$ cat src/core/txrxc_defines.svh
// size, field and reset constants for the command and frame configuration block
`ifndef TXRXC_DEFINES_SVH
`define TXRXC_DEFINES_SVH
`define TXRXC_STATS_STD_COUNT 8'h10
`define TXRXC_STATS_STD_BYTES 8'h44
`define TXRXC_STATS_FULL_COUNT 8'h13
`define TXRXC_STATS_FULL_BYTES 8'h50
`define TXRXC_STATS_MGMT_COUNT 8'h15
`define TXRXC_STATS_MGMT_BYTES 8'h60
`define TXRXC_TRANSMIT_COMMAND_BLOCK_STD_DWORDS 4'h4
`define TXRXC_TRANSMIT_COMMAND_BLOCK_EXT_DWORDS 4'h8
`define TXRXC_RETRY_FIRST_BYTES 12'h200
`define TXRXC_RETRY_SECOND_BYTES 12'h400
`define TXRXC_SHORT_FRAME_BYTES 12'h040
`define TXRXC_TBD_COUNT_ALL_ONES 8'hff
`define TXRXC_FIFO_FRAME_LIMIT 2'h2
`define TXRXC_RST_EXT_STATS 1'b1
`define TXRXC_RST_STD_TRANSMIT_COMMAND_BLOCK 1'b1
`endif

$ cat src/core/txrxc_pkg.sv
// types shared by the command and frame configuration block
package txrxc_pkg;
	typedef enum logic [1:0] {
		TXRXC_RETRY_NONE,
		TXRXC_RETRY_ONE,
		TXRXC_RETRY_TWO,
		TXRXC_RETRY_THREE
	} txrxc_retry_t;
	typedef enum logic [1:0] {
		TXRXC_STATS_STD,
		TXRXC_STATS_FULL,
		TXRXC_STATS_MGMT,
		TXRXC_STATS_RSVD
	} txrxc_stats_t;
endpackage : txrxc_pkg

$ cat src/core/txrxc_cfg_if.sv
// retry mode and transmit status carried from the main block to the underrun retry engine, go, fail and done back
`timescale 1ns/100ps
interface txrxc_cfg_if;
	logic [1:0] retry_mode;
	logic tx_start;
	logic tx_underrun;
	logic [11:0] fifo_bytes;
	logic whole_frame;
	logic go;
	logic fail;
	logic done;
	modport main (output retry_mode, tx_start, tx_underrun, fifo_bytes, whole_frame, input go, fail, done);
	modport retry (input retry_mode, tx_start, tx_underrun, fifo_bytes, whole_frame, output go, fail, done);
endinterface : txrxc_cfg_if

$ cat src/core/txrxc_retry.sv
// underrun retransmission policy engine
`timescale 1ns/100ps
`include "txrxc_defines.svh"
module txrxc_retry (
	input wire logic clk_in,
	input wire logic reset_in,
	txrxc_cfg_if.retry cfg
);
	import txrxc_pkg::*;
	logic [1:0] attempts;
	logic waiting;
	logic [11:0] threshold;
	always_comb begin
		threshold = 12'hfff;
		if (cfg.retry_mode == 2'h2 && attempts == 2'h1) begin
			threshold = `TXRXC_RETRY_FIRST_BYTES;
		end else if (cfg.retry_mode == 2'h3 && attempts == 2'h1) begin
			threshold = `TXRXC_RETRY_FIRST_BYTES;
		end else if (cfg.retry_mode == 2'h3 && attempts == 2'h2) begin
			threshold = `TXRXC_RETRY_SECOND_BYTES;
		end
	end
	always_ff @(posedge clk_in or posedge reset_in) begin
		if (reset_in) begin
			attempts <= 2'h0;
			waiting <= 1'b0;
			cfg.go <= 1'b0;
			cfg.fail <= 1'b0;
			cfg.done <= 1'b0;
		end else begin
			cfg.go <= 1'b0;
			cfg.fail <= 1'b0;
			cfg.done <= 1'b0;
			if (cfg.tx_start && !waiting) begin
				attempts <= 2'h0;
			end
			if (cfg.tx_underrun) begin
				if (attempts >= cfg.retry_mode) begin
					cfg.fail <= 1'b1;
					waiting <= 1'b0;
					attempts <= 2'h0;
				end else begin
					attempts <= attempts + 2'h1;
					waiting <= 1'b1;
				end
			end else if (waiting) begin
				// last permitted retry waits for the full frame so it cannot underrun again
				if (cfg.whole_frame || (attempts != cfg.retry_mode && cfg.fifo_bytes >= threshold)) begin
					cfg.go <= 1'b1;
					waiting <= 1'b0;
				end
			end
		end
	end
endmodule : txrxc_retry

$ cat src/core/txrxc_top.sv
// command unit and frame engine configuration behaviour
// Summary of operation
// - extended stats bit picks 16/68 or 19/80
// - format bit picks 4 or 8 dword blocks
// - mode 0 interrupts on leaving active
// - mode 1 interrupts entering idle, not on suspend
// - end-of-list idles, suspend bit suspends
// - idle mode still honours per-block interrupt bit
// - bad transmit raises complete flag, interrupt
// - bad-transmit mode keeps per-block interrupt
// - mgmt and extended bits select stats layout
// - late bit defers status write past start
// - two-frame limit caps fifo frames
// - dynamic checking tests pointer and end bit
// - retry 00 fails and counts underrun
// - retry 01 resends with whole frame
// - retry 10 at 512, then whole
// - retry 11 at 512, 1024, whole
// - short-frame discard drops under 64 bytes
// - discard holds receive writes until 64
// - no discard may report short bad status
// - unsaved bad frames reuse receive descriptor
`timescale 1ns/100ps
`include "txrxc_defines.svh"
module txrxc_top (
	input wire logic clk_in,
	input wire logic reset_in,
	input wire logic configure_in,
	input wire logic ext_stats_in,
	input wire logic std_transmit_command_block_in,
	input wire logic cu_idle_irq_mode_in,
	input wire logic tx_bad_status_irq_in,
	input wire logic mgmt_controller_stats_in,
	input wire logic late_update_in,
	input wire logic two_frame_in,
	input wire logic dynamic_tbd_in,
	input wire logic [1:0] underrun_retry_in,
	input wire logic short_discard_in,
	input wire logic keep_bad_frames_in,
	input wire logic cb_done_in,
	input wire logic cb_end_of_list_bit_in,
	input wire logic cb_suspend_in,
	input wire logic cb_irq_req_in,
	input wire logic cb_is_tx_in,
	input wire logic next_cb_start_in,
	input wire logic tx_bad_done_in,
	input wire logic tbd_fetch_in,
	input wire logic tbd_pointer_ok_in,
	input wire logic tbd_end_of_list_bit_in,
	input wire logic [7:0] tbd_index_in,
	input wire logic [7:0] tbd_count_in,
	input wire logic tx_frame_push_in,
	input wire logic tx_frame_pop_in,
	input wire logic tx_start_in,
	input wire logic tx_underrun_in,
	input wire logic [11:0] tx_fifo_bytes_in,
	input wire logic tx_whole_frame_in,
	input wire logic rx_byte_in,
	input wire logic rx_frame_end_in,
	input wire logic rx_frame_bad_in,
	input wire logic [11:0] header_data_size_in,
	output logic [7:0] stats_counters_out,
	output logic [7:0] stats_bytes_out,
	output logic stats_reserved_out,
	output logic [3:0] cb_fetch_dwords_out,
	output logic transmit_command_block_extended_out,
	output logic [1:0] cu_state_out,
	output logic cmd_complete_flag_out,
	output logic cu_left_active_irq_out,
	output logic cu_idle_irq_out,
	output logic scb_write_out,
	output logic irq_out,
	output logic tx_fifo_accept_out,
	output logic tbd_last_out,
	output logic tbd_invalid_out,
	output logic tx_retry_go_out,
	output logic tx_failed_out,
	output logic underrun_count_out,
	output logic rx_write_enable_out,
	output logic rx_bad_status_out,
	output logic rx_discard_out,
	output logic rx_reuse_descriptor_out
);
	import txrxc_pkg::*;
	typedef enum logic [1:0] {TXRXC_CU_IDLE, TXRXC_CU_ACTIVE, TXRXC_CU_SUSPENDED} txrxc_cu_t;

	logic c_ext_stats;
	logic c_std_transmit_command_block;
	logic c_ci_mode;
	logic c_tx_bad_irq;
	logic c_mgmt_stats;
	logic c_late;
	logic c_two_frame;
	logic c_dyn_tbd;
	logic [1:0] c_retry;
	logic c_short_discard;
	logic c_keep_bad;
	txrxc_cu_t cu_state;
	logic pending;
	logic [1:0] fifo_frames;
	logic [11:0] rx_count;
	logic rx_header_written;
	txrxc_stats_t stats_mode;
	txrxc_cfg_if rif ();

	function automatic txrxc_stats_t stats_select(input logic mgmt, input logic ext);
		stats_select = mgmt ? (ext ? TXRXC_STATS_MGMT : TXRXC_STATS_RSVD) : (ext ? TXRXC_STATS_STD : TXRXC_STATS_FULL);
	endfunction : stats_select

	// configuration latched on configure and held until the next one
	always_ff @(posedge clk_in or posedge reset_in) begin
		if (reset_in) begin
			c_ext_stats <= `TXRXC_RST_EXT_STATS;
			c_std_transmit_command_block <= `TXRXC_RST_STD_TRANSMIT_COMMAND_BLOCK;
			c_ci_mode <= 1'b0;
			c_tx_bad_irq <= 1'b0;
			c_mgmt_stats <= 1'b0;
			c_late <= 1'b0;
			c_two_frame <= 1'b0;
			c_dyn_tbd <= 1'b0;
			c_retry <= 2'h0;
			c_short_discard <= 1'b0;
			c_keep_bad <= 1'b0;
		end else if (configure_in) begin
			c_ext_stats <= ext_stats_in;
			c_std_transmit_command_block <= std_transmit_command_block_in;
			c_ci_mode <= cu_idle_irq_mode_in;
			c_tx_bad_irq <= tx_bad_status_irq_in;
			c_mgmt_stats <= mgmt_controller_stats_in;
			c_late <= late_update_in;
			c_two_frame <= two_frame_in;
			c_dyn_tbd <= dynamic_tbd_in;
			c_retry <= underrun_retry_in;
			c_short_discard <= short_discard_in;
			c_keep_bad <= keep_bad_frames_in;
		end
	end

	assign stats_mode = stats_select(c_mgmt_stats, c_ext_stats);

	always_ff @(posedge clk_in or posedge reset_in) begin
		if (reset_in) begin
			stats_counters_out <= 8'h00;
			stats_bytes_out <= 8'h00;
			stats_reserved_out <= 1'b0;
			cb_fetch_dwords_out <= 4'h0;
			transmit_command_block_extended_out <= 1'b0;
		end else begin
			stats_reserved_out <= (stats_mode == TXRXC_STATS_RSVD);
			case (stats_mode)
				TXRXC_STATS_STD: begin
					stats_counters_out <= `TXRXC_STATS_STD_COUNT;
					stats_bytes_out <= `TXRXC_STATS_STD_BYTES;
				end
				TXRXC_STATS_FULL: begin
					stats_counters_out <= `TXRXC_STATS_FULL_COUNT;
					stats_bytes_out <= `TXRXC_STATS_FULL_BYTES;
				end
				TXRXC_STATS_MGMT: begin
					stats_counters_out <= `TXRXC_STATS_MGMT_COUNT;
					stats_bytes_out <= `TXRXC_STATS_MGMT_BYTES;
				end
				default: begin
					stats_counters_out <= 8'h00;
					stats_bytes_out <= 8'h00;
				end
			endcase
			cb_fetch_dwords_out <= c_std_transmit_command_block ? `TXRXC_TRANSMIT_COMMAND_BLOCK_STD_DWORDS : `TXRXC_TRANSMIT_COMMAND_BLOCK_EXT_DWORDS;
			transmit_command_block_extended_out <= !c_std_transmit_command_block;
		end
	end

	// command unit state; a done with neither bit keeps the unit active
	always_ff @(posedge clk_in or posedge reset_in) begin
		if (reset_in) begin
			cu_state <= TXRXC_CU_IDLE;
		end else begin
			case (cu_state)
				TXRXC_CU_IDLE, TXRXC_CU_SUSPENDED: begin
					if (next_cb_start_in) begin
						cu_state <= TXRXC_CU_ACTIVE;
					end
				end
				TXRXC_CU_ACTIVE: begin
					if (cb_done_in && cb_end_of_list_bit_in) begin
						cu_state <= TXRXC_CU_IDLE;
					end else if (cb_done_in && cb_suspend_in) begin
						cu_state <= TXRXC_CU_SUSPENDED;
					end
				end
				default: cu_state <= TXRXC_CU_IDLE;
			endcase
		end
	end
	assign cu_state_out = cu_state;

	// interrupt events; with late update the status write waits for the next start
	logic leave_idle;
	logic leave_susp;
	logic ev_cx;
	logic ev_cna;
	logic ev_ci;
	logic ev_any;
	assign leave_idle = cu_state == TXRXC_CU_ACTIVE && cb_done_in && cb_end_of_list_bit_in;
	assign leave_susp = cu_state == TXRXC_CU_ACTIVE && cb_done_in && !cb_end_of_list_bit_in && cb_suspend_in;
	assign ev_cx = (cb_done_in && cb_irq_req_in) || (c_tx_bad_irq && tx_bad_done_in);
	assign ev_cna = !c_ci_mode && (leave_idle || leave_susp);
	assign ev_ci = c_ci_mode && leave_idle;
	assign ev_any = ev_cx || ev_cna || ev_ci;

	always_ff @(posedge clk_in or posedge reset_in) begin
		if (reset_in) begin
			cmd_complete_flag_out <= 1'b0;
			cu_left_active_irq_out <= 1'b0;
			cu_idle_irq_out <= 1'b0;
			pending <= 1'b0;
			scb_write_out <= 1'b0;
			irq_out <= 1'b0;
		end else begin
			cmd_complete_flag_out <= ev_cx;
			cu_left_active_irq_out <= ev_cna;
			cu_idle_irq_out <= ev_ci;
			irq_out <= ev_any;
			if (!c_late) begin
				scb_write_out <= ev_any;
				pending <= 1'b0;
			end else begin
				scb_write_out <= pending && next_cb_start_in;
				// a new event arriving with the start is kept, set wins over clear
				pending <= ev_any || (pending && !next_cb_start_in);
			end
		end
	end

	// transmit fifo frame count for the two-frame limit
	always_ff @(posedge clk_in or posedge reset_in) begin
		if (reset_in) begin
			fifo_frames <= 2'h0;
			tx_fifo_accept_out <= 1'b0;
		end else begin
			if (tx_frame_push_in && tx_fifo_accept_out && !tx_frame_pop_in && fifo_frames != 2'h3) begin
				fifo_frames <= fifo_frames + 2'h1;
			end else if (tx_frame_pop_in && !(tx_frame_push_in && tx_fifo_accept_out) && fifo_frames != 2'h0) begin
				fifo_frames <= fifo_frames - 2'h1;
			end
			tx_fifo_accept_out <= !c_two_frame || ({1'b0, fifo_frames} + {2'h0, tx_frame_push_in}
				< {1'b0, `TXRXC_FIFO_FRAME_LIMIT});
		end
	end

	// descriptor checking; with dynamic mode the host sets count all ones, but only the end bit and pointer are checked
	always_ff @(posedge clk_in or posedge reset_in) begin
		if (reset_in) begin
			tbd_last_out <= 1'b0;
			tbd_invalid_out <= 1'b0;
		end else begin
			tbd_last_out <= 1'b0;
			tbd_invalid_out <= 1'b0;
			if (tbd_fetch_in) begin
				if (c_dyn_tbd) begin
					tbd_last_out <= tbd_end_of_list_bit_in;
					tbd_invalid_out <= !tbd_pointer_ok_in;
				end else begin
					tbd_last_out <= tbd_index_in + 8'h01 == tbd_count_in;
				end
			end
		end
	end

	assign rif.retry_mode = c_retry;
	assign rif.tx_start = tx_start_in;
	assign rif.tx_underrun = tx_underrun_in;
	assign rif.fifo_bytes = tx_fifo_bytes_in;
	assign rif.whole_frame = tx_whole_frame_in;
	txrxc_retry u_retry (
		.clk_in(clk_in),
		.reset_in(reset_in),
		.cfg(rif)
	);
	always_ff @(posedge clk_in or posedge reset_in) begin
		if (reset_in) begin
			tx_retry_go_out <= 1'b0;
			tx_failed_out <= 1'b0;
			underrun_count_out <= 1'b0;
		end else begin
			tx_retry_go_out <= rif.go;
			tx_failed_out <= rif.fail;
			underrun_count_out <= rif.fail;
		end
	end

	// receive side: short frame discard and descriptor reuse
	always_ff @(posedge clk_in or posedge reset_in) begin
		if (reset_in) begin
			rx_count <= 12'h000;
			rx_header_written <= 1'b0;
			rx_write_enable_out <= 1'b0;
			rx_bad_status_out <= 1'b0;
			rx_discard_out <= 1'b0;
			rx_reuse_descriptor_out <= 1'b0;
		end else begin
			rx_bad_status_out <= 1'b0;
			rx_discard_out <= 1'b0;
			rx_reuse_descriptor_out <= 1'b0;
			if (rx_frame_end_in) begin
				rx_count <= 12'h000;
				rx_header_written <= 1'b0;
				rx_write_enable_out <= 1'b0;
				if (rx_count < `TXRXC_SHORT_FRAME_BYTES && c_short_discard) begin
					rx_discard_out <= 1'b1;
					rx_reuse_descriptor_out <= 1'b1;
				end else if (rx_frame_bad_in || rx_count < `TXRXC_SHORT_FRAME_BYTES) begin
					// a short frame's descriptor whose header area was filled cannot be taken back
					if (rx_header_written && rx_count < `TXRXC_SHORT_FRAME_BYTES) begin
						rx_bad_status_out <= 1'b1;
					end else if (!c_keep_bad) begin
						rx_discard_out <= 1'b1;
						rx_reuse_descriptor_out <= 1'b1;
					end else begin
						rx_bad_status_out <= 1'b1;
					end
				end
			end else if (rx_byte_in) begin
				if (rx_count != 12'hfff) begin
					rx_count <= rx_count + 12'h001;
				end
				if (!c_short_discard && rx_count + 12'h001 >= header_data_size_in) begin
					rx_header_written <= 1'b1;
				end
				rx_write_enable_out <= !c_short_discard || rx_count + 12'h001 >= `TXRXC_SHORT_FRAME_BYTES;
			end
		end
	end
endmodule : txrxc_top
$ cat config.mk
export PLATFORM = sky130hd
export DESIGN_NAME = txrxc_top
export DESIGN_NICKNAME = d
export VERILOG_FILES = /design/src/core/txrxc_pkg.sv /design/src/core/txrxc_cfg_if.sv /design/src/core/txrxc_retry.sv /design/src/core/txrxc_top.sv
export VERILOG_INCLUDE_DIRS = /design/src /design/src/core
export SDC_FILE = /design/constraint.sdc
export NUM_CORES = 1
export LEC_CHECK = 0
export ABC_AREA = 1
export BUFFER_PORTS_ARGS = -buffer_cell sky130_fd_sc_hd__buf_2
export CORE_UTILIZATION = 45
export DETAILED_ROUTE_END_ITERATION = 12
export GPL_TIMING_DRIVEN = 0
export PLACE_DENSITY = 0.83
export SYNTH_ARGS = -nofsm -noshare
export SYNTH_HDL_FRONTEND = slang
export SYNTH_SLANG_ARGS = --single-unit
$ cat constraint.sdc
create_clock -name clk_in -period 2.9 [get_ports clk_in]
set_input_delay 0.58 -clock clk_in [delete_from_list [all_inputs] [get_ports clk_in]]
set_output_delay 0.58 -clock clk_in [all_outputs]
set_load 0.01 [all_outputs]
Word-level counts from Yosys, hierarchy flattened
Cells that the tools add are included.
{"block": "classes", "add_sub_neg": 6, "n_lt_le_gt_ge": 6, "n_eq_ne": 15, "mux": 51, "n_reduce_logical": 56}
{"operator": "12-bit two-way mux", "n": 6}
{"operator": "1-bit two-way mux", "n": 32}
{"operator": "1-bit logical AND", "n": 25}
{"operator": "12-bit greater-or-equal comparator", "n": 2}
{"operator": "7-bit case mux with 3 select lines", "n": 1}
{"operator": "2-bit two-way mux", "n": 9}
{"operator": "5-bit case mux with 3 select lines", "n": 1}
{"operator": "12-bit by 1-bit adder with 12-bit output, second input constant", "n": 1}
{"operator": "2-bit == test, second input constant", "n": 6}
{"operator": "12-bit by 7-bit greater-or-equal comparator with 1-bit output, second input constant", "n": 1}
{"operator": "12-bit by 7-bit less-than comparator with 1-bit output, second input constant", "n": 1}
{"operator": "12-bit inequality test, second input constant", "n": 1}
{"operator": "2-bit nonzero test", "n": 6}
{"operator": "1-bit zero test", "n": 10}
{"operator": "1-bit logical OR", "n": 9}
{"operator": "8-bit by 1-bit adder with 8-bit output, second input constant", "n": 1}
{"operator": "8-bit == test", "n": 1}
{"operator": "2-bit by 1-bit == test with 1-bit output, second input constant", "n": 3}
{"operator": "2-bit AND reduction", "n": 3}
{"operator": "2-bit by 1-bit adder with 2-bit output, second input constant", "n": 2}
{"operator": "2-bit zero test", "n": 2}
{"operator": "4-bit two-way mux", "n": 1}
{"operator": "2-bit inequality test, second input constant", "n": 2}
{"operator": "2-bit case mux with 2 select lines", "n": 1}
{"operator": "other kinds (7)", "n": 7}
{"block": "totals", "register_bits": 70, "in_bits": 73, "output_inout_bits": 39}

Logic depth before layout (Yosys ltp)
Gate-level depths: netlist of the first run.
{"block": "depth", "word_depth": 11, "mapped_depth": 16, "depth_no_buf": 16}

By module
A second synthesis of the first run with hierarchy kept.
{"block": "unflattened", "cells_unflattened": 459, "area_unflattened_um2": 3632.2}
{"module": "txrxc_top", "n_inst": 1, "cells_per_inst": 368, "area_per_inst_um2": 3000.4, "seq_area_each_um2": 1278.7}
{"module": "txrxc_retry", "n_inst": 1, "cells_per_inst": 91, "area_per_inst_um2": 631.9, "seq_area_each_um2": 125.1}

Least setup slack after synthesis of the first run
No wires, ideal clock.
{"block": "synth_timing", "path_kind": "reg-to-reg", "startpoint": "register rx_count[4]", "endpoint": "register rx_header_written", "t_arrival_ps": 1911, "setup_slack_ps": 911, "path_stages_with_launch": 14, "n_path_buf": 0, "synth_period_minus_slack_ps": 1989, "cell_sequence": "dfrtp_1 inv_2 nor3_4 nand2_2 nor3_2 xor2_1 inv_1 ha_1 nand2_1 nor2_1 nand3_1 nand4_1 nand3_1 a21oi_1"}
{"block": "synth_via", "elab_chain_cells": 5}
{"element": "from (decl)", "line": "txrxc_top.sv:101", "rtl": "logic [11:0] rx_count;"}
{"element": "from (signal assigned)", "line": "txrxc_top.sv:325", "rtl": "rx_count <= rx_count + 12'h001;"}
{"element": "12-bit by 1-bit adder with 12-bit output", "line": "txrxc_top.sv:327", "rtl": "if (!c_short_discard && rx_count + 12'h001 >= header_data_size_in) begin"}
{"element": "12-bit greater-or-equal comparator", "line": "txrxc_top.sv:327"}
{"element": "1-bit logical AND", "line": "txrxc_top.sv:327"}
{"element": "2-bit nonzero test (no source line)"}
{"element": "2-bit AND reduction (no source line)"}
{"element": "to (signal assigned)", "line": "txrxc_top.sv:296", "rtl": "rx_header_written <= 1'b0;"}
{"element": "to (signal assigned)", "line": "txrxc_top.sv:307", "rtl": "rx_header_written <= 1'b0;"}
{"element": "to (signal assigned)", "line": "txrxc_top.sv:328", "rtl": "rx_header_written <= 1'b1;"}
{"element": "to (decl)", "line": "txrxc_top.sv:102", "rtl": "logic rx_header_written;"}
No other way between the ends.
A chain may end at the register's enable or synchronous reset.

Worst setup path in the final report of the first run
{"block": "layout_timing", "startpoint": "register rx_count[2]", "endpoint": "register rx_header_written"}
The elaborated chain is that of the path after synthesis.

==> reports/summary.txt, run 1 <==
Post-synthesis mux area share: 0.330%
DR iter-0 viols: 94
Initial DRT Pass Iterations: 5
Worst path max stage delay: 430 ps
Synth Area in Adders: 11.4%
GRT Util Overall: 18.4%
Post-synth top flop: dfrtp_1
Commonest cells after routing, fill and taps aside: buf_2, inv_1, nand2_1, dfrtp_1, ha_1
Initial Utilization: 46.8%
Area Growth Syn to Fin: 22.7%
Worst EP arrival: 2620 ps
Vias in the first global route: 2,853
Antenna violations before repair: 0
Largest family of logic cells by synthesized area: simple AND/OR/NAND/NOR gates
WS Path Type: register to register
Leak: 2.40 nW
Number of flops mapped to enable cells by yosys: 0
Clock transition at path regs: 100 ps
Fmax achieved: 0.419 GHz
Synth cell types: 38
# DRC: 0
# IOs: 112
Period utilization: 82.3%
Crit-path cells: nand2_1 > nor2_4 > nand2_2 > nor3_2 > xor2_1 > inv_1 > ha_1 > nand2_1 > nor2_1 > nand3_1 > nand4_1 > nand3_1 > a21oi_1
Sink Count: 56
CP max FO: 5
Placer congestion estimate: 0.894
Worst setup margin: 513 ps
Synth Area in Compound Gates: 10.2%
Post-synthesis sequential area ratio: 41.1%
Number of max-cap violations: 0
Clk network pwr share: 20.9%
Mean post-synth cell area: 8.26 sq um
Via density: 4.79
Placed cells: 622
Max-slew headroom: 60.3%
Largest net degree at the start of global routing: 41
Critical Path Sink Type: register
IO Port Bufs: 100
Die width: 89.1 microns
Htree depth: 2
Hold/Removal Path Class: input pin to async pin
Final Util: 57.4%
Combinational power share: 32.4%
Outcome: finished, final reports clean
Yosys Warn Count: 0
Fin nets: 634
Post-Syn Area: 3410 sq um
First-pass GRT wire length: 11.4 mm
Post-CTS Setup Repair Bufs: 0
Sequential Power Share: 46.7%
TritonCTS clock tree: done
Pre-CTS setup slack: 526 ps
CP required: 3130 ps
Cells after Synth: 413
Commonest non-fill, non-tap cell in the layout: buf_2
Root buffer cell: clkbuf_8
Final setup viols: 0
Worst skew pair latency: 300 ps
Share of layout cells above drive strength 1: 27.5%
Drt total wl: 6.92 mm
NetSw: 709 uW
Post-Synth Simple-Gate Area: 19.7%
Synth Area in XOR/XNOR: 4.33%
Crit start category: register
Async set-or-reset flop fraction in the synthesized netlist: 100%
Cell-internal power: 1.39 mW
Routed len/inst: 11.0 microns
Clock buffer count from CTS: 5
Routed Antenna Nets: 0
Clock skew: 4.77 ps
Via count: 3,019
Hold_buf cts: 0
Worst-margin pin slew: 593 ps
CP max-delay cell: dfrtp_1
Bufs on Longest Clock Path: 2
Total grt overflow: 0
RSZ-0062 raised after global routing: no
FF+latch count, synth: 56
Die Ht: 89.1 microns
Endpoints failing hold: 0
TNS Setup: 0 ps
Power per cell area: 500 nW/um^2
CTS-repair resized insts: 0
Sw Share: 33.9%
Num rows: 31
Core area: 7290 sq um
Tmin final: 2390 ps
Max Slew Vio Count: 0
Worst IR drop on VDD: 0.211 mV
Post-DP HPWL: 5.82 mm
Final Non-Filler Cells: 630
Die ar.: 7930 sq um
Ant. Diodes: 0
Worst hold margin: 252 ps
worst max-delay path, delay by kind of cell (launching register included):
family          cells  cell delay, ps
flops               1             430
fa+ha+maj           1             290
xor+xnor            1             280
compound gates      1             150
simple gates        9            1070
buf+inv             1              80
sequential cells by signal (all words and copies together) (netlist names), 2 cells and up:
| register | cells |
|---|---|
| c_retry | 2 |
| u_retry.attempts | 2 |
| cb_fetch_dwords_out | 2 |
| stats_bytes_out | 4 |
| cu_state_out | 2 |
| fifo_frames | 2 |
| rx_count | 12 |
cells in the mapped netlist, types with 4 or more instances:
cell     count  area (sq um)
nor2_1      25          93.8
a21oi_1     11          55.1
nor3_1       5          25.0
inv_1       77           289
xor2_1      11          96.3
o21ai_1      9          45.0
buf_4       16           120
nand2_1     70           263
o21ai_0     27           135
xnor2_1      4          35.0
dfrtp_1     54          1350
ha_1        31           388
nand4_1      9          56.3
nand3_1     25           125
o22ai_1      5          31.3
path summary, 6_finish.rpt:
check                           cells after the start                 to  slack, ps            from
worst max register to register                     13  rx_header_written        510     rx_count[2]
worst min-delay path                                2        rx_count[9]        250        reset_in
max in group asynchronous                           3        c_ext_stats       2050        reset_in
worst max-delay path                               13  rx_header_written        510     rx_count[2]
min in group clk_in                                 0    tx_retry_go_out        370  u_retry.cfg.go
worst min register to register                      0    tx_retry_go_out        370  u_retry.cfg.go
cell type report:
cell class,instances,area [sq um]
inverters,80,300
plain buffers,19,139
clock inverters,2,15.0
clock buffers,6,82.6
multi-input cells,267,1600
fillers,701,3100
well taps,99,124
repair buffers,101,520
flip-flops and latches,56,1400
power by group through the flow:
stage               sequential [mW]  clock [mW]  combinational [mW]
CTS                           0.979       0.452               0.689
global route                  0.993       0.479               0.799
detailed placement            0.995           0               0.685
global placement              0.987           0               0.639
finish                        0.978       0.438               0.679
floorplan                      1.01           0               0.438
layer usage:
metal | track usage, % | vias up | part of all wire (%)
met2 | 35.0 | 93 | 50
met1 | 21.2 | 1386 | 43
met4 | 4.04 | 0 | 0.55
met5 | 0 | - | 0
met3 | 3.60 | 6 | 6.1
li1 | - | 1534 | -
logic make-up after synthesis:
kind of cell	count (synthesis)
adders and majority gates	31
xor gates and xnor gates	16
buffers and inverters	99
other	1
and+or+nand+nor	148
DFF	56
muxes	1
AOI/OAI and AO/OA	61
stage by stage:
| step | cell area (sq um) | total power [mW] |
|---|---|---|
| global route | 4190 | 2.27 |
| finish | 4190 | 2.09 |
| detailed placement | 4090 | 1.68 |
| floorplan | 3450 | 1.44 |
| global placement | 4070 | 1.63 |
| CTS | 4190 | 2.12 |
No activity file was read; power rests on OpenSTA's default activity.
==> inputs of run 2 (changes only) <==
Settings changed: ABC_AREA 1 to 0, PLACE_DENSITY 0.83 to 0.86.
Clock period 2.9 ns to 2.15 ns, I/O delays scaled along.
==> reports/summary.txt, run 2 <==
Tmin final: 2430 ps (was 2390 ps)
Number of max-cap violations: 0 (unchanged)
FF/Latch Area: 1410 sq um (was 1400 sq um)
Routed Antenna Nets: 0 (unchanged)
Crit start category: register (unchanged)
Placer congestion estimate: 0.829 (was 0.894)
Largest regs: rx_count (12), stats_bytes_out (4) (unchanged)
Leak: 2.31 nW (was 2.40 nW)
CP required: 2330 ps (was 3130 ps)
Htree depth: 2 (unchanged)
Crit path from: rx_count[1] (was rx_count[2])
Yosys Warn Count: 0 (unchanged)
Bufs on Longest Clock Path: 2 (unchanged)
Worst setup margin: -280 ps (was 513 ps)
Vias in the first global route: 3,086 (was 2,853)
Worst hold margin: 103 ps (was 252 ps)
CP max-delay cell: dfrtp_1 (unchanged)
First-pass GRT wire length: 12.9 mm (was 11.4 mm)
Post-Syn Area: 3550 sq um (was 3410 sq um)
Worst IR drop on VDD: 0.474 mV (was 0.211 mV)
Worst EP arrival: 2610 ps (was 2620 ps)
DR iter-0 viols: 75 (was 94)
# DRC: 0 (unchanged)
Max Slew Vio Count: 0 (unchanged)
Worst skew pair latency: 300 ps (about the same)
GRT Util Overall: 19.0% (was 18.4%)
Post-synthesis sequential area ratio: 39.5% (was 41.1%)
Yosys top cell by area: dfrtp_1 (unchanged)
Die ar.: 8260 sq um (was 7930 sq um)
Final setup viols: 3 (was 0)
Period utilization: 113% (was 82.3%)
Routed len/inst: 12.8 microns (was 11.0 microns)
CP max FO: 8 (was 5)
Endpoints failing hold: 0 (unchanged)
RSZ-0062 raised after global routing: yes (was no)
R2r endpoint: rx_header_written (unchanged)
Num rows: 32 (was 31)
Core area: 7690 sq um (was 7290 sq um)
FF+latch count, synth: 56 (unchanged)
Commonest cells after routing, fill and taps aside: buf_2, dfrtp_1, nand2_1, buf_4 (was buf_2, inv_1, nand2_1, dfrtp_1, ha_1)
Area Growth Syn to Fin: 30.1% (was 22.7%)
Worst path max stage delay: 440 ps (was 430 ps)
Via density: 5.08 (was 4.79)
Post-DP HPWL: 5.96 mm (was 5.82 mm)
Power per cell area: 614 nW/um^2 (was 500 nW/um^2)
Sink Count: 56 (unchanged)
Critical Path Sink Type: register (unchanged)
Antenna violations before repair: 0 (unchanged)
Area of the multi-input gates: 2000 sq um (was 1600 sq um)
Number of flops mapped to enable cells by yosys: 0 (unchanged)
Yosys top cell area share: 38.0% (was 39.6%)
Initial DRT Pass Iterations: 4 (was 5)
# fillers: 656 (was 701)
Cells after Synth: 379 (was 413)
Biggest register: rx_count (unchanged)
IO Port Bufs: 98 (was 100)
Final Util: 60.2% (was 57.4%)
# IOs: 112 (unchanged)
Clock transition at path regs: 90 ps (was 100 ps)
Fin nets: 614 (was 634)
TritonCTS clock tree: done (unchanged)
Outcome: complete, but fails checks (was finished, final reports clean)
Fmax achieved: 0.411 GHz (was 0.419 GHz)
Post-synth top flop: dfrtp_1 (unchanged)
Failing checks: setup timing
Worst setup endpoint: rx_header_written (unchanged)
Total grt overflow: 0 (unchanged)
WS Path Type: register to register (unchanged)
Top post-synthesis cells by area: dfrtp_1, ha_1, xnor2_1 (was dfrtp_1, ha_1, inv_1)
Reg2reg setup slack: -280 ps (was 510 ps)
Share of layout cells above drive strength 1: 37.1% (was 27.5%)
Drt total wl: 7.84 mm (was 6.92 mm)
Die width: 90.9 microns (was 89.1 microns)
Initial Utilization: 46.2% (was 46.8%)
Crit-path cells: ha_4 > nand4_1 > or3_1 > buf_6 > xnor2_1 > ha_1 > a211oi_2 > o21ai_2 > a211oi_2 > o32ai_1 (was nand2_1 > nor2_4 > nand2_2 > nor3_2 > xor2_1 > inv_1 > ha_1 > nand2_1 > nor2_1 > nand3_1 > nand4_1 > nand3_1 > a21oi_1)
Hold/Removal Path Class: input pin to async pin (unchanged)
Clock skew: 7.55 ps (was 4.77 ps)
R2R depth: 10 (was 13)
Async set-or-reset flop fraction in the synthesized netlist: 100% (unchanged)
Root buffer cell: clkbuf_8 (unchanged)
Post-synth top cells: dfrtp_1, nand2_1, ha_1 (was inv_1, nand2_1, dfrtp_1)
Count leader, synth: dfrtp_1 (was inv_1)
Most common cell on crit path: a211oi_2
Mean post-synth cell area: 9.38 sq um (was 8.26 sq um)
Commonest non-fill, non-tap cell in the layout: buf_2 (unchanged)
Via count: 3,112 (was 3,019)
Crit Reg-Reg Startpoint: rx_count[1] (was rx_count[2])
Synth cell types: 50 (was 38)
Clock buffer count from CTS: 5 (unchanged)
Ant. Diodes: 0 (unchanged)
Largest net degree at the start of global routing: 41 (unchanged)
Max reg flops: 12 (unchanged)
Die Ht: 90.9 microns (was 89.1 microns)
==> run 2: layout make-up <==
type                            instances  area share, %
Buffer                                 31           5.47
Clock buffer                            7           2.08
Inverter                               28           2.27
Multi-Input combinational cell        273           43.3
Sequential cell                        56           30.5
Tap cell                              102           2.76
Timing Repair Buffer                  115           13.6
==> run 2: worst max-delay path: cells and delay by family, from the launching register on <==
kind | cells | cell delay, ps
XOR/XNOR | 1 | 120
adder cells (fa/ha/maj) | 2 | 390
AND/OR/NAND/NOR | 2 | 560
flip-flops | 1 | 440
buffers and inverters | 1 | 150
AO/OA/AOI/OAI | 4 | 660
==> run 2: metrics by stage <==
step	power [mW]	instances	TNS [ps]	setup WS, ps	cell area (sq um)
floorplan	1.81	388	-228	-107	3670
global placement	2.03	588	-18600	-493	4290
detailed placement	2.09	589	-835	-335	4310
CTS	2.80	606	-592	-256	4510
global route	3.05	612	-1090	-419	4620
finish	2.84	612	-689	-280	4620
==> run 2: kinds of logic after synthesis <==
logic type               after synthesis  share of synthesized area, %
XOR/XNOR                              30                          7.39
other                                  1                         0.105
AND/OR/NAND/NOR                      110                          15.2
AO/OA/AOI/OAI                         80                          14.2
flip-flops                            56                          39.5
buffers and inverters                 59                          9.01
adder cells (fa/ha/maj)               32                          11.2
multiplexers                          11                          3.38
==> run 2: what timing repair did <==
action / in CTS / in global routing
hold buffers: 0 / 0
gates resized for setup: 7 / 12
buffers inserted: 9 / 6
pin swaps: 6 / 9
endpoints found under the setup margin: 3 / 13
gates cloned: 1 / 0
==> run 2: how the worst min path moves through the flow <==
stage                           end  slack [ps]
finish              tx_retry_go_out         100
floorplan           tx_retry_go_out         330
CTS                 tx_retry_go_out         110
global route         u_retry.cfg.go         120
global placement    tx_retry_go_out         330
detailed placement  tx_retry_go_out         340
==> run 2: routing by layer <==
| metal | wire [microns] | global-route usage [%] | vias to the layer above | part of all wire (%) |
|---|---|---|---|---|
| met5 | 0 | 0 | - | 0 |
| met4 | 64 | 3.31 | 0 | 0.82 |
| met3 | 326 | 3.45 | 8 | 4.2 |
| met2 | 4240 | 37.2 | 81 | 54 |
| met1 | 3210 | 21.4 | 1488 | 41 |
| li1 | - | - | 1535 | - |
==> run 2: power by group <==
part / switching [mW] / internal (mW)
combinational: 0.452 / 0.494
sequential: 0.106 / 1.19
clock: 0.316 / 0.288
